### src/sebg_pkg.sv
// Functional notes
// - error request flag sets in the same cycle as the receive request flag.
// - async only, framing check on: any low stop bit sets the framing flag.
// - async parity mode (A8P only), parity check on: wrong parity bit sets the parity flag.
// - overrun check on: frame completes while buffer unread sets the overrun flag.
// - baud timer is a dedicated 13-bit counter advanced every second clock.
// - baud timer counts down only while the run bit is set.
// - each underflow reloads from the reload register; with prescale select zero it also gives one baud pulse.
// - prescale select one cuts the pulse rate to two thirds.
// - reading the baud register returns the count, bits 31 to 13 zero.
// - writing the baud register updates the reload register from bits 12 to 0.
// - a baud register write with run set also loads the timer.
// - a write with run clear loads the timer on the first cycle run is set.
// - async pulses run at sixteen per bit; samples 7, 8, 9 decide the bit.
// - async bit rate is clock over 16, (2 plus prescale), (reload plus 1).
// - sync pulses run at four per bit.
// - framing, parity and overrun flags stay set until software clears them.
`default_nettype none
package sebg_pkg;
  localparam logic [4:0] SEBG_OFS_CTRL = 5'h00;
  localparam logic [4:0] SEBG_OFS_BAUD = 5'h04;
  localparam logic [4:0] SEBG_OFS_STAT = 5'h08;
  localparam logic [4:0] SEBG_OFS_MASK = 5'h0C;
  localparam logic [4:0] SEBG_OFS_RXD = 5'h10;
  localparam int SEBG_TMR_W = 13;
  localparam int SEBG_CTRL_W = 10;
  localparam int SEBG_EVT_W = 5;
  localparam logic [12:0] SEBG_TMR_ZERO = 13'h0000;
  localparam logic [1:0] SEBG_PRE_LAST = 2'h2;
  localparam logic [3:0] SEBG_SAMP_A = 4'h6;
  localparam logic [3:0] SEBG_SAMP_B = 4'h7;
  localparam logic [3:0] SEBG_SAMP_C = 4'h8;
  localparam logic [3:0] SEBG_OS_LAST = 4'hF;
  localparam logic [1:0] SEBG_SY_RISE = 2'h1;
  localparam logic [1:0] SEBG_SY_LAST = 2'h3;
  localparam logic [3:0] SEBG_LAST8 = 4'h7;
  localparam logic [3:0] SEBG_LAST9 = 4'h8;
  localparam logic [1:0] SEBG_RESP_OK = 2'h0;
  localparam logic [1:0] SEBG_RESP_ERR = 2'h2;

  typedef enum logic [1:0] {
    SEBG_MODE_SYNC = 2'b00,
    SEBG_MODE_A8 = 2'b01,
    SEBG_MODE_A8P = 2'b10,
    SEBG_MODE_A9 = 2'b11
  } sebg_mode_t;

  typedef enum logic [2:0] {
    SEBG_RX_IDLE = 3'b000,
    SEBG_RX_START = 3'b001,
    SEBG_RX_DATA = 3'b010,
    SEBG_RX_STOP = 3'b011,
    SEBG_RX_SYNC = 3'b100
  } sebg_rx_st_t;

  // bit 0 is baud_run_bit
  typedef struct packed {
    logic stop2;
    logic odd;
    sebg_mode_t mode;
    logic rx_en;
    logic overrun_check_en;
    logic parity_check_en;
    logic framing_check_en;
    logic baud_prescale_sel;
    logic baud_run_bit;
  } sebg_ctrl_t;

  // bit 0 is rx_req_flag
  typedef struct packed {
    logic overrun_err_flag;
    logic parity_err_flag;
    logic framing_err_flag;
    logic error_req_flag;
    logic rx_req_flag;
  } sebg_evt_t;

  typedef struct packed {
    logic done;
    logic async;
    logic has_par;
    logic stop_ok;
    logic par_ok;
    logic was_full;
    logic fen;
    logic pen;
    logic oen;
  } sebg_frame_t;
endpackage : sebg_pkg
`default_nettype wire

### src/sebg_err_check.sv
`timescale 1ns/1ps
`default_nettype none
module sebg_err_check
  import sebg_pkg::*;
(
  input wire sebg_frame_t frame,
  output var sebg_evt_t set
);
  // enables were captured with the frame, so a late control write cannot split the pair
  always_comb
  begin
    set = '0;
    set.rx_req_flag = frame.done;
    set.framing_err_flag = frame.done && frame.fen && frame.async && !frame.stop_ok;
    set.parity_err_flag = frame.done && frame.pen && frame.has_par && !frame.par_ok;
    set.overrun_err_flag = frame.done && frame.oen && frame.was_full;
    set.error_req_flag = set.framing_err_flag || set.parity_err_flag || set.overrun_err_flag;
  end
endmodule : sebg_err_check
`default_nettype wire

### src/sebg_baud_gen.sv
`timescale 1ns/1ps
`default_nettype none
module sebg_baud_gen
  import sebg_pkg::*;
(
  input wire logic aclk,
  input wire logic aresetn,
  input wire logic run,
  input wire logic brs,
  input wire logic wr,
  input wire logic [12:0] wr_val,
  output logic tick,
  output logic [12:0] count,
  output logic [12:0] reload
);
  typedef struct packed {
    logic half;
    logic pend;
    logic [1:0] pre;
    logic tick;
    logic [12:0] cnt;
    logic [12:0] rld;
  } sebg_bg_st_t;

  sebg_bg_st_t s;
  sebg_bg_st_t n;
  logic uflow;

  // pulse period is (2 + brs) * (reload + 1) clocks on average
  always_comb
  begin
    n = s;
    n.tick = 1'h0;
    uflow = 1'h0;
    n.half = run ? ~s.half : s.half;
    if (wr)
    begin
      n.rld = wr_val;
      if (run)
      begin
        n.cnt = wr_val;
        n.pend = 1'h0;
      end
      else
        n.pend = 1'h1;
    end
    else if (run && s.pend)
    begin
      n.cnt = s.rld;
      n.pend = 1'h0;
    end
    else if (run && s.half)
    begin
      if (s.cnt == SEBG_TMR_ZERO)
      begin
        n.cnt = s.rld;
        uflow = 1'h1;
      end
      else
        n.cnt = s.cnt - 13'h0001;
    end
    if (uflow)
    begin
      // dropping one pulse in three keeps the average exact at the cost of jitter
      if (brs)
      begin
        n.pre = (s.pre == SEBG_PRE_LAST) ? 2'h0 : s.pre + 2'h1;
        n.tick = (s.pre != SEBG_PRE_LAST);
      end
      else
        n.tick = 1'h1;
    end
  end

  always_ff @(posedge aclk)
  begin
    if (!aresetn)
      s <= '0;
    else
      s <= n;
  end

  assign tick = s.tick;
  assign count = s.cnt;
  assign reload = s.rld;
endmodule : sebg_baud_gen
`default_nettype wire

### src/sebg_top.sv
`timescale 1ns/1ps
`default_nettype none
module sebg_top
  import sebg_pkg::*;
(
  input wire logic aclk,
  input wire logic aresetn,
  input wire logic [4:0] awaddr,
  input wire logic awvalid,
  output logic awready,
  input wire logic [31:0] wdata,
  input wire logic [3:0] wstrb,
  input wire logic wvalid,
  output logic wready,
  output logic [1:0] bresp,
  output logic bvalid,
  input wire logic bready,
  input wire logic [4:0] araddr,
  input wire logic arvalid,
  output logic arready,
  output logic [31:0] rdata,
  output logic [1:0] rresp,
  output logic rvalid,
  input wire logic rready,
  input wire logic rxd_in,
  output logic shift_clk_out,
  output logic irq
);
  typedef struct packed {
    sebg_ctrl_t ctrl;
    sebg_evt_t status;
    sebg_evt_t mask;
    sebg_frame_t frm;
    logic [1:0] rx_sync;
    logic rx_prev;
    sebg_rx_st_t st;
    logic [3:0] os;
    logic [3:0] bit_idx;
    logic [1:0] smp;
    logic stop_n;
    logic stop_ok;
    logic [8:0] shreg;
    logic [8:0] rbuf;
    logic full;
    logic sclk_low;
    logic bvalid;
    logic [1:0] bresp;
    logic rvalid;
    logic [1:0] rresp;
    logic [31:0] rdata;
  } sebg_top_st_t;

  sebg_top_st_t s;
  sebg_top_st_t n;
  sebg_evt_t evt_set;
  sebg_evt_t clr;
  logic wr_go;
  logic rd_go;
  logic bg_wr;
  logic [12:0] bg_val;
  logic bg_tick;
  logic [12:0] bg_count;
  logic [12:0] bg_reload;
  logic rd_rxd;
  logic rx_now;
  logic maj;
  logic fin;
  logic fin_stop;
  logic par_ok;
  logic [3:0] last_idx;
  logic [31:0] merged;

  function automatic logic [31:0] sebg_merge(input logic [31:0] old, input logic [31:0] wd,
                                             input logic [3:0] st);
    logic [31:0] m;
    for (int i = 0; i < 4; i++)
      m[8*i +: 8] = {8{st[i]}};
    return (old & ~m) | (wd & m);
  endfunction : sebg_merge

  sebg_baud_gen u_baud (
    .aclk(aclk),
    .aresetn(aresetn),
    .run(s.ctrl.baud_run_bit),
    .brs(s.ctrl.baud_prescale_sel),
    .wr(bg_wr),
    .wr_val(bg_val),
    .tick(bg_tick),
    .count(bg_count),
    .reload(bg_reload)
  );

  sebg_err_check u_err (
    .frame(s.frm),
    .set(evt_set)
  );

  // one write and one read in flight; the response slot gates the next request
  assign wr_go = awvalid && wvalid && !s.bvalid;
  assign rd_go = arvalid && !s.rvalid;

  always_comb
  begin
    n = s;
    clr = '0;
    bg_wr = 1'h0;
    bg_val = bg_reload;
    rd_rxd = 1'h0;
    merged = 32'h0;
    fin = 1'h0;
    fin_stop = 1'h1;
    rx_now = s.rx_sync[1];
    maj = (s.smp[1] & s.smp[0]) | (s.smp[1] & rx_now) | (s.smp[0] & rx_now);
    par_ok = (s.shreg[8] == (^s.shreg[7:0] ^ s.ctrl.odd));
    last_idx = (s.ctrl.mode == SEBG_MODE_A8 || s.ctrl.mode == SEBG_MODE_SYNC) ? SEBG_LAST8 : SEBG_LAST9;

    if (s.bvalid && bready)
      n.bvalid = 1'h0;
    if (s.rvalid && rready)
      n.rvalid = 1'h0;

    if (wr_go)
    begin
      n.bvalid = 1'h1;
      n.bresp = SEBG_RESP_OK;
      case ({awaddr[4:2], 2'h0})
        SEBG_OFS_CTRL:
        begin
          merged = sebg_merge({22'h0, s.ctrl}, wdata, wstrb);
          n.ctrl = sebg_ctrl_t'(merged[SEBG_CTRL_W-1:0]);
        end
        SEBG_OFS_BAUD:
        begin
          merged = sebg_merge({19'h0, bg_reload}, wdata, wstrb);
          bg_wr = 1'h1;
          bg_val = merged[SEBG_TMR_W-1:0];
        end
        SEBG_OFS_STAT:
        begin
          merged = sebg_merge(32'h0, wdata, wstrb);
          clr = sebg_evt_t'(merged[SEBG_EVT_W-1:0]);
        end
        SEBG_OFS_MASK:
        begin
          merged = sebg_merge({27'h0, s.mask}, wdata, wstrb);
          n.mask = sebg_evt_t'(merged[SEBG_EVT_W-1:0]);
        end
        default: n.bresp = SEBG_RESP_ERR;
      endcase
    end

    if (rd_go)
    begin
      n.rvalid = 1'h1;
      n.rresp = SEBG_RESP_OK;
      n.rdata = 32'h0;
      case ({araddr[4:2], 2'h0})
        SEBG_OFS_CTRL: n.rdata = {22'h0, s.ctrl};
        SEBG_OFS_BAUD: n.rdata = {19'h0, bg_count};
        SEBG_OFS_STAT: n.rdata = {27'h0, s.status};
        SEBG_OFS_MASK: n.rdata = {27'h0, s.mask};
        SEBG_OFS_RXD:
        begin
          n.rdata = {22'h0, s.full, s.rbuf};
          rd_rxd = 1'h1;
          n.full = 1'h0;
        end
        default: n.rresp = SEBG_RESP_ERR;
      endcase
    end

    // hardware set wins over a same-cycle software clear
    n.status = (s.status & ~clr) | evt_set;

    n.rx_sync = {s.rx_sync[0], rxd_in};
    n.rx_prev = rx_now;
    n.frm = '0;

    case (s.st)
      SEBG_RX_IDLE:
      begin
        if (s.ctrl.baud_run_bit && s.ctrl.rx_en)
        begin
          n.os = 4'h0;
          n.bit_idx = 4'h0;
          n.shreg = 9'h000;
          if (s.ctrl.mode == SEBG_MODE_SYNC)
          begin
            n.st = SEBG_RX_SYNC;
            n.sclk_low = 1'h1;
          end
          else if (s.rx_prev && !rx_now)
            n.st = SEBG_RX_START;
        end
      end
      SEBG_RX_START, SEBG_RX_DATA, SEBG_RX_STOP:
      begin
        if (bg_tick)
        begin
          n.os = s.os + 4'h1;
          if (s.os == SEBG_SAMP_A || s.os == SEBG_SAMP_B)
            n.smp = {s.smp[0], rx_now};
          if (s.os == SEBG_SAMP_C)
          begin
            if (s.st == SEBG_RX_START)
            begin
              // a start bit that votes high was noise; wait for the next edge
              if (maj)
                n.st = SEBG_RX_IDLE;
            end
            else if (s.st == SEBG_RX_DATA)
              n.shreg[s.bit_idx] = maj;
            else
            begin
              n.stop_ok = s.stop_ok & maj;
              if (s.stop_n == s.ctrl.stop2)
              begin
                n.st = SEBG_RX_IDLE;
                fin = 1'h1;
                fin_stop = s.stop_ok & maj;
              end
            end
          end
          if (s.os == SEBG_OS_LAST)
          begin
            if (s.st == SEBG_RX_START)
            begin
              n.st = SEBG_RX_DATA;
              n.bit_idx = 4'h0;
            end
            else if (s.st == SEBG_RX_DATA)
            begin
              if (s.bit_idx == last_idx)
              begin
                n.st = SEBG_RX_STOP;
                n.stop_n = 1'h0;
                n.stop_ok = 1'h1;
              end
              else
                n.bit_idx = s.bit_idx + 4'h1;
            end
            else
              n.stop_n = 1'h1;
          end
        end
      end
      SEBG_RX_SYNC:
      begin
        if (bg_tick)
        begin
          n.os = s.os + 4'h1;
          if (s.os[1:0] == SEBG_SY_RISE)
          begin
            n.sclk_low = 1'h0;
            n.shreg[s.bit_idx] = rx_now;
          end
          else if (s.os[1:0] == SEBG_SY_LAST)
          begin
            if (s.bit_idx == SEBG_LAST8)
            begin
              n.st = SEBG_RX_IDLE;
              n.ctrl.rx_en = 1'h0;
              fin = 1'h1;
            end
            else
            begin
              n.sclk_low = 1'h1;
              n.bit_idx = s.bit_idx + 4'h1;
            end
          end
        end
      end
      default: n.st = SEBG_RX_IDLE;
    endcase

    if (fin)
    begin
      n.rbuf = s.shreg;
      n.full = 1'h1;
      n.frm.done = 1'h1;
      n.frm.async = (s.ctrl.mode != SEBG_MODE_SYNC);
      n.frm.has_par = (s.ctrl.mode == SEBG_MODE_A8P);
      n.frm.stop_ok = fin_stop;
      n.frm.par_ok = par_ok;
      n.frm.was_full = s.full && !rd_rxd;
      n.frm.fen = s.ctrl.framing_check_en;
      n.frm.pen = s.ctrl.parity_check_en;
      n.frm.oen = s.ctrl.overrun_check_en;
    end
  end

  always_ff @(posedge aclk)
  begin
    if (!aresetn)
      s <= '0;
    else
      s <= n;
  end

  assign awready = wr_go;
  assign wready = wr_go;
  assign bvalid = s.bvalid;
  assign bresp = s.bresp;
  assign arready = rd_go;
  assign rvalid = s.rvalid;
  assign rdata = s.rdata;
  assign rresp = s.rresp;
  assign shift_clk_out = ~s.sclk_low;
  assign irq = |(s.status & s.mask);
endmodule : sebg_top
`default_nettype wire

### config.mk
export PLATFORM = sky130hd
export DESIGN_NAME = sebg_top
export DESIGN_NICKNAME = d
export VERILOG_FILES = /design/src/sebg_pkg.sv /design/src/sebg_err_check.sv /design/src/sebg_baud_gen.sv /design/src/sebg_top.sv
export SDC_FILE = /design/constraint.sdc
export NUM_CORES = 1
export LEC_CHECK = 0
export ABC_AREA = 1
export BUFFER_PORTS_ARGS = -buffer_cell sky130_fd_sc_hd__buf_4
export CORE_ASPECT_RATIO = 0.7
export CORE_MARGIN = 10
export CORE_UTILIZATION = 50
export DETAILED_ROUTE_END_ITERATION = 10
export PLACE_DENSITY = 0.78
export SLEW_MARGIN = 15
export SYNTH_ARGS = -nofsm -noshare
export SYNTH_HDL_FRONTEND = slang
export SYNTH_HIERARCHICAL = 1
export SYNTH_SLANG_ARGS = --single-unit
### constraint.sdc
create_clock -name aclk -period 3.2 [get_ports aclk]
set_input_delay 0.64 -clock aclk [delete_from_list [all_inputs] [get_ports aclk]]
set_output_delay 0.64 -clock aclk [all_outputs]
set_load 0.05 [all_outputs]
# Word-level counts from Yosys, hierarchy flattened
# Cells that the tools add are included.
[op_classes]
n_addsub = 4
magnitude_cmp = 2
eq_ne = 45
n_mux = 108
bitwise_logic = 22
n_reduce_logical = 63
[op_table]
columns = ["operator", "count"]
rows = [
  ["2-to-1 mux 13 bit", 7],
  ["case mux 13 bit (5 select lines)", 1],
  ["2-to-1 mux 1 bit", 47],
  ["2-to-1 mux 3 bit", 15],
  ["2-to-1 mux 9 bit", 5],
  ["2-to-1 mux 35 bit", 1],
  ["2-to-1 mux 4 bit", 8],
  ["case mux 9 bit (3 select lines)", 1],
  ["bitwise AND 13 bit", 2],
  ["!= test 2 bit (second input constant)", 13],
  ["2-to-1 mux 24 bit", 1],
  ["case mux 8 bit (3 select lines)", 1],
  ["2-to-1 mux 11 bit", 2],
  ["2-to-1 mux 10 bit", 2],
  ["logical AND 1 bit", 19],
  ["bitwise mux 9 bit", 2],
  ["== test 3 x 2 -> 1 bit (second input constant)", 6],
  ["AND reduction 2 bit", 8],
  ["bitwise AND 5 bit", 3],
  ["!= test 3 bit (second input constant)", 5],
  ["2-to-1 mux 2 bit", 7],
  ["nonzero test 2 bit", 7],
  ["logical NOT 13 bit", 1],
  ["inverter 13 bit", 1],
  ["44 further kinds", 79],
]
[totals]
register_bits = 136
inputBits = 54
output_inout_bits = 43
word_cells = 295

# Logic depth before layout (Yosys ltp)
[depth]
depth_word = 14
mapped_depth = 12
depth_no_buf = 12

# By module
# The synthesis kept the hierarchy.
[modules_own_cells]
columns = ["mod", "instances", "cells_per_inst", "area_per_inst_um2", "seq_area_each_um2"]
rows = [
  ["sebg_top", 1, 680, 4713.3, 1681.6],
  ["sebg_baud_gen", 1, 275, 1966.9, 620.6],
  ["sebg_err_check", 1, 13, 72.6, 0.0],
]

# Worst setup path before layout
# No wires, ideal clock.
[synth_timing]
path_type = "input to register"
from = "in awvalid"
to = "reg u_baud.s (netlist bit u_baud/count[4])"
setup_ps = 117
arrival_time_ps = 2303
required_time_ps = 3083
path_slack_ps = 780
stages = 12
n_path_buf = 1
path_cell_list = "nand2_1 nor2_2 inv_1 nor3_2 nand2_1 buf_2 nand2_1 o21ai_0 a21oi_1 o21ai_1 nor2_1 nor2_1"
[synth_via]
elab_chain_cells = 5
word_cells_on_any_way = 9
classes_between = "eq/ne: 1; mux: 4; reduce/logical: 4"
[synth_lines]
columns = ["element", "line", "source"]
rows = [
  ["from (decl)", "sebg_top.sv:9", "input wire logic awvalid,"],
  ["logical AND 1 bit (*) (2 in a row)", "sebg_top.sv:99", "assign wr_go = awvalid && wvalid && !s.bvalid;"],
  ["via awready", "sebg_top.sv:10", "output logic awready,"],
  ["2-to-1 mux 1 bit (*)", "sebg_top.sv:122", "if (wr_go)"],
  ["via bg_wr", "sebg_top.sv:59", "logic bg_wr;"],
  ["!= test 2 bit (no source line) or nonzero test 3 bit (tied branches)", "n/a", ""],
  ["AND reduction 2 bit (no source line)", "n/a", ""],
  ["to (signal assigned)", "sebg_baud_gen.sv:80", "s <= n;"],
  ["to (decl)", "sebg_baud_gen.sv:25", "sebg_bg_st_t s;"],
]
# The timed path passes the listed nets; every way through them passes the cells marked *. The select of a mux whose other input is x is not followed.
# A chain may end at the register's enable or synchronous reset.

# Worst setup path after layout
[layout_timing]
from = "in awaddr[3]"
to = "reg u_baud.s (netlist bit u_baud/count[4])"
[layout_via]
elab_chain_cells = 5
word_cells_on_any_way = 10
classes_between = "eq/ne: 2; mux: 6; reduce/logical: 2"
[layout_lines]
columns = ["element", "line", "source"]
rows = [
  ["from (decl)", "sebg_top.sv:8", "input wire logic [4:0] awaddr,"],
  ["== test 3 x 1 -> 1 bit (*)", "sebg_top.sv:126", "case ({awaddr[4:2], 2'h0})"],
  ["2-to-1 mux 1 bit (*)", "sebg_top.sv:126", ""],
  ["2-to-1 mux 1 bit (*)", "sebg_top.sv:122", ""],
  ["via bg_wr", "sebg_top.sv:59", ""],
  ["!= test 2 bit (no source line) or nonzero test 3 bit (tied branches)", "n/a", ""],
  ["AND reduction 2 bit (no source line)", "n/a", ""],
]
# Marks and branches as above.

==> flow_summary_export.csv <==
group,metric,value,unit
place,place_ws,620,ps
sta,layout_setup_ws,1010,ps
cells_and_area,ff_latch_area,2300,µm²
worst_setup_path,path_class,"in -> reg",
sta,tns,0,ps
drt,dr.pass1.iters,8,
global_route,grt_max_degree,32,
clock_network,insertion_delay,410,ps
sta,period_minus_slack,2190,ps
pwr,power_frac_seq,39.7,%
worst_setup_path,critPathLaunchType,"input port",
clock_network,clk_pin_slew,50,ps
hold_path,hold_class,"in -> reg",
worst_setup_path,required,3500,ps
global_route,grt_pass1_wl,29.5,mm
global_route,grt_use_total,19.5,%
floorplanning,coreArea,13200,µm²
place,io_buffer_count,50,
pwr,p_per_area,496,nW/µm²
logic_synthesis,async_flop_share,0,%
clock_network,cts_buffers,17,
sta,hold_viol_final,0,
worst_setup_path,crit_path_max_fanout,14,
logic_synthesis,synth_cell_type_count,45,
worst_setup_path,setup.worst_path.end,"u_baud/count[4]",
logic_synthesis,synth_edf_count,0,
cells_and_area,drive_gt1_share,16.8,%
worst_setup_path,r2r-start,"bvalid",
worst_setup_path,reg2reg_slack,1030,ps
sta,max_freq,457,MHz
logic_synthesis,yosys_most_used_dff,"dfxtp_1",
cells_and_area,layout_common_cells,"nand2_1, dfxtp_1, a21oi_1",
logic_synthesis,post_synth.cell_area_avg,6.98,µm²
pwr,combPwrFrac,8.8,%
floorplanning,die_y,117,µm
floorplanning,die_w,159,µm
global_route,gr-total-overflow,0,
sta,worst_pin_slew,940,ps
clock_network,cts_max_path_buffers,2,
worst_setup_path,cp-end-kind,"register",
logic_synthesis,syn_area,6750,µm²
floorplanning,initial_utilization,51.2,%
clock_network,post_cts_resized,0,
global_route,grt_antenna_before_repair,0,
pwr,switching_share,24.4,%
worst_setup_path,slowest_stage,"nand2_1",
floorplanning,ios,97,
worst_setup_path,critPathArrivalTime,2490,ps
pwr,leakage,0.00324,µW
hold_path,whs_path_depth,3,
worst_setup_path,crit_start,"awaddr[3]",
cells_and_area,fillers,1254,
drt,route.detailed.wl_per_inst,15.6,µm
sta,rsz0062_at_grt,"false",
logic_synthesis,yosysSeqAreaShare,34.1,%
run,cap_violations,0,
place,dp.final_hpwl,13.1,mm
cells_and_area,layout_commonest_cell,"nand2_1",
logic_synthesis,synth_cells,968,
cells_and_area,post-route-util,56.4,%
drt,first_iter_violations,692,
clock_network,cts_setup_buffers,0,
sta,setup_viol,0,
drt,wl,18.2,mm
floorplanning,rows,35,
cells_and_area,area_growth,10.1,%
worst_setup_path,ff2ff_path_depth,10,
drt,drt-vias-per-instance,5.36,
clock_network,ctsHoldBuffers,0,
pwr,p_int,2790,µW
cells_and_area,antenna_cells,0,
pwr,clkPwrFrac,51.6,%
worst_setup_path,r2r_end,"u_baud/count[4]",
sta,finalCritPeriodShare,68.4,%
worst_setup_path,cp_cell_sequence,"buf_4 -> or2_2 -> nor3_4 -> nand2_1 -> nand2_1 -> o21ai_0 -> a21oi_1 -> o21ai_1 -> nor2_1 -> nor2_1",
run_status,outcome,"complete, no violations",
sta,clock_skew,8.06,ps
clock_network,root_buffer,"clkbuf_16",
floorplanning,dieArea,18600,µm²
cells_and_area,nNetsFinal,1034,
drt,remaining_drc_errors,0,
global_route,grt_pass1_vias,5647,
clock_network,h-tree-depth,4,
clock_network,cts_num_sinks,115,
pwr,vdd_drop_max,0.000397,V
sta,slew-limit-headroom,37.4,%
logic_synthesis,synth_seq_cells,115,
clock_network,cts_tree,"built",
pwr,switchingPower,900,µW
drt,antenna_left,0,
cells_and_area,multi_input_area,3480,µm²
sta,slew_violations,0,
logic_synthesis,synth_warnings,6,
place,gp_congestion,0.939,
worst_setup_path,cpPeakStageDelay,360,ps
drt,vias,6246,
==> how the worst min path moves through the flow <==
stage / startpoint / endpoint / slack [ps]
after floorplan: n[75] / n[73] / 390
after global placement: n[75] / n[73] / 390
after detailed placement: n[75] / n[73] / 400
after CTS: rxd_in / n[75] / 400
after global routing: rxd_in / n[75] / 420
final: rxd_in / n[75] / 410
==> final cells by class <==
cell class / count / area share, %
Sequential cell: 115 / 31.0
Clock buffer: 26 / 6.98
Multi-Input combinational cell: 668 / 46.8
Timing Repair Buffer: 54 / 5.45
Inverter: 114 / 5.79
Tap cell: 185 / 3.11
Clock inverter: 4 / 0.942
==> metal layers <==
metal  vias to the layer above  part of all wire, %  global-route usage [%]  routed length, µm
li1                       3064                    -                       -                  -
met1                      2867                   49                    28.0               8930
met2                       292                   40                    27.4               7290
met3                        23                  8.9                    5.42               1620
met4                         0                  1.7                    6.09                310
met5                         -                    0                       0                  0
==> through the flow <==
step	total power, µW	hold slack (ps)	area (µm²)	cells
after CTS	3690	398	7440	1166
final	3690	405	7440	1166
after floorplan	1750	390	6830	988
after detailed placement	1810	400	6850	1136
after global routing	3790	425	7440	1166
after global placement	1810	393	6850	1136
==> cell families (layout without fill, tap and decap cells) <==
logic type,after synthesis,after routing,share of synthesized area [%]
DFF,115,115,34.1
and+or+nand+nor,391,391,27.4
adders and majority gates,10,10,1.85
AOI/OAI and AO/OA,227,227,18.3
xor gates and xnor gates,12,12,1.56
other,1,21,0.0555
muxes,7,7,1.17
buffers and inverters,205,198,15.6
==> power by group through the flow <==
stage | sequential [µW] | clock, µW | combinational (µW)
after global routing | 1460 | 1980 | 349
final | 1460 | 1900 | 323
after floorplan | 1490 | 0 | 253
after detailed placement | 1490 | 0 | 318
after CTS | 1460 | 1910 | 320
after global placement | 1490 | 0 | 315
==> synth_stat cells, types with 2 or more instances <==
master / number / area (µm²)
dfxtp_1: 115 / 2300
nand3_1: 34 / 170
a21oi_1: 104 / 521
o21ai_0: 85 / 425
inv_2: 10 / 37.5
inv_1: 102 / 383
nor2_4: 9 / 101
a21oi_2: 12 / 105
o31ai_1: 2 / 15.0
ha_1: 10 / 125
buf_2: 4 / 20.0
nand2_2: 13 / 81.3
nand3b_1: 2 / 15.0
or2_2: 4 / 25.0
o211ai_1: 7 / 52.6
mux2_2: 7 / 78.8
nand4_1: 14 / 87.6
clkbuf_1: 16 / 60.1
nor3_1: 9 / 45.0
buf_6: 4 / 45.0
nor3_2: 3 / 30.0
nor2_1: 44 / 165
nand2_4: 4 / 45.0
nand2_1: 232 / 871
xnor2_1: 7 / 61.3
o21ai_1: 7 / 35.0
o22ai_1: 3 / 18.8
nand3_2: 8 / 80.1
xor2_1: 5 / 43.8
or2_1: 2 / 12.5
a211oi_1: 4 / 30.0
buf_4: 66 / 495
nor2_2: 8 / 50.1
==> worst max-delay path, delay by kind of cell <==
kind                   cells  cell delay, ps
buffers and inverters      1             120
AOI/OAI and AO/OA          3             410
and+or+nand+nor            6            1310
(Power assumes the default switching activity.)
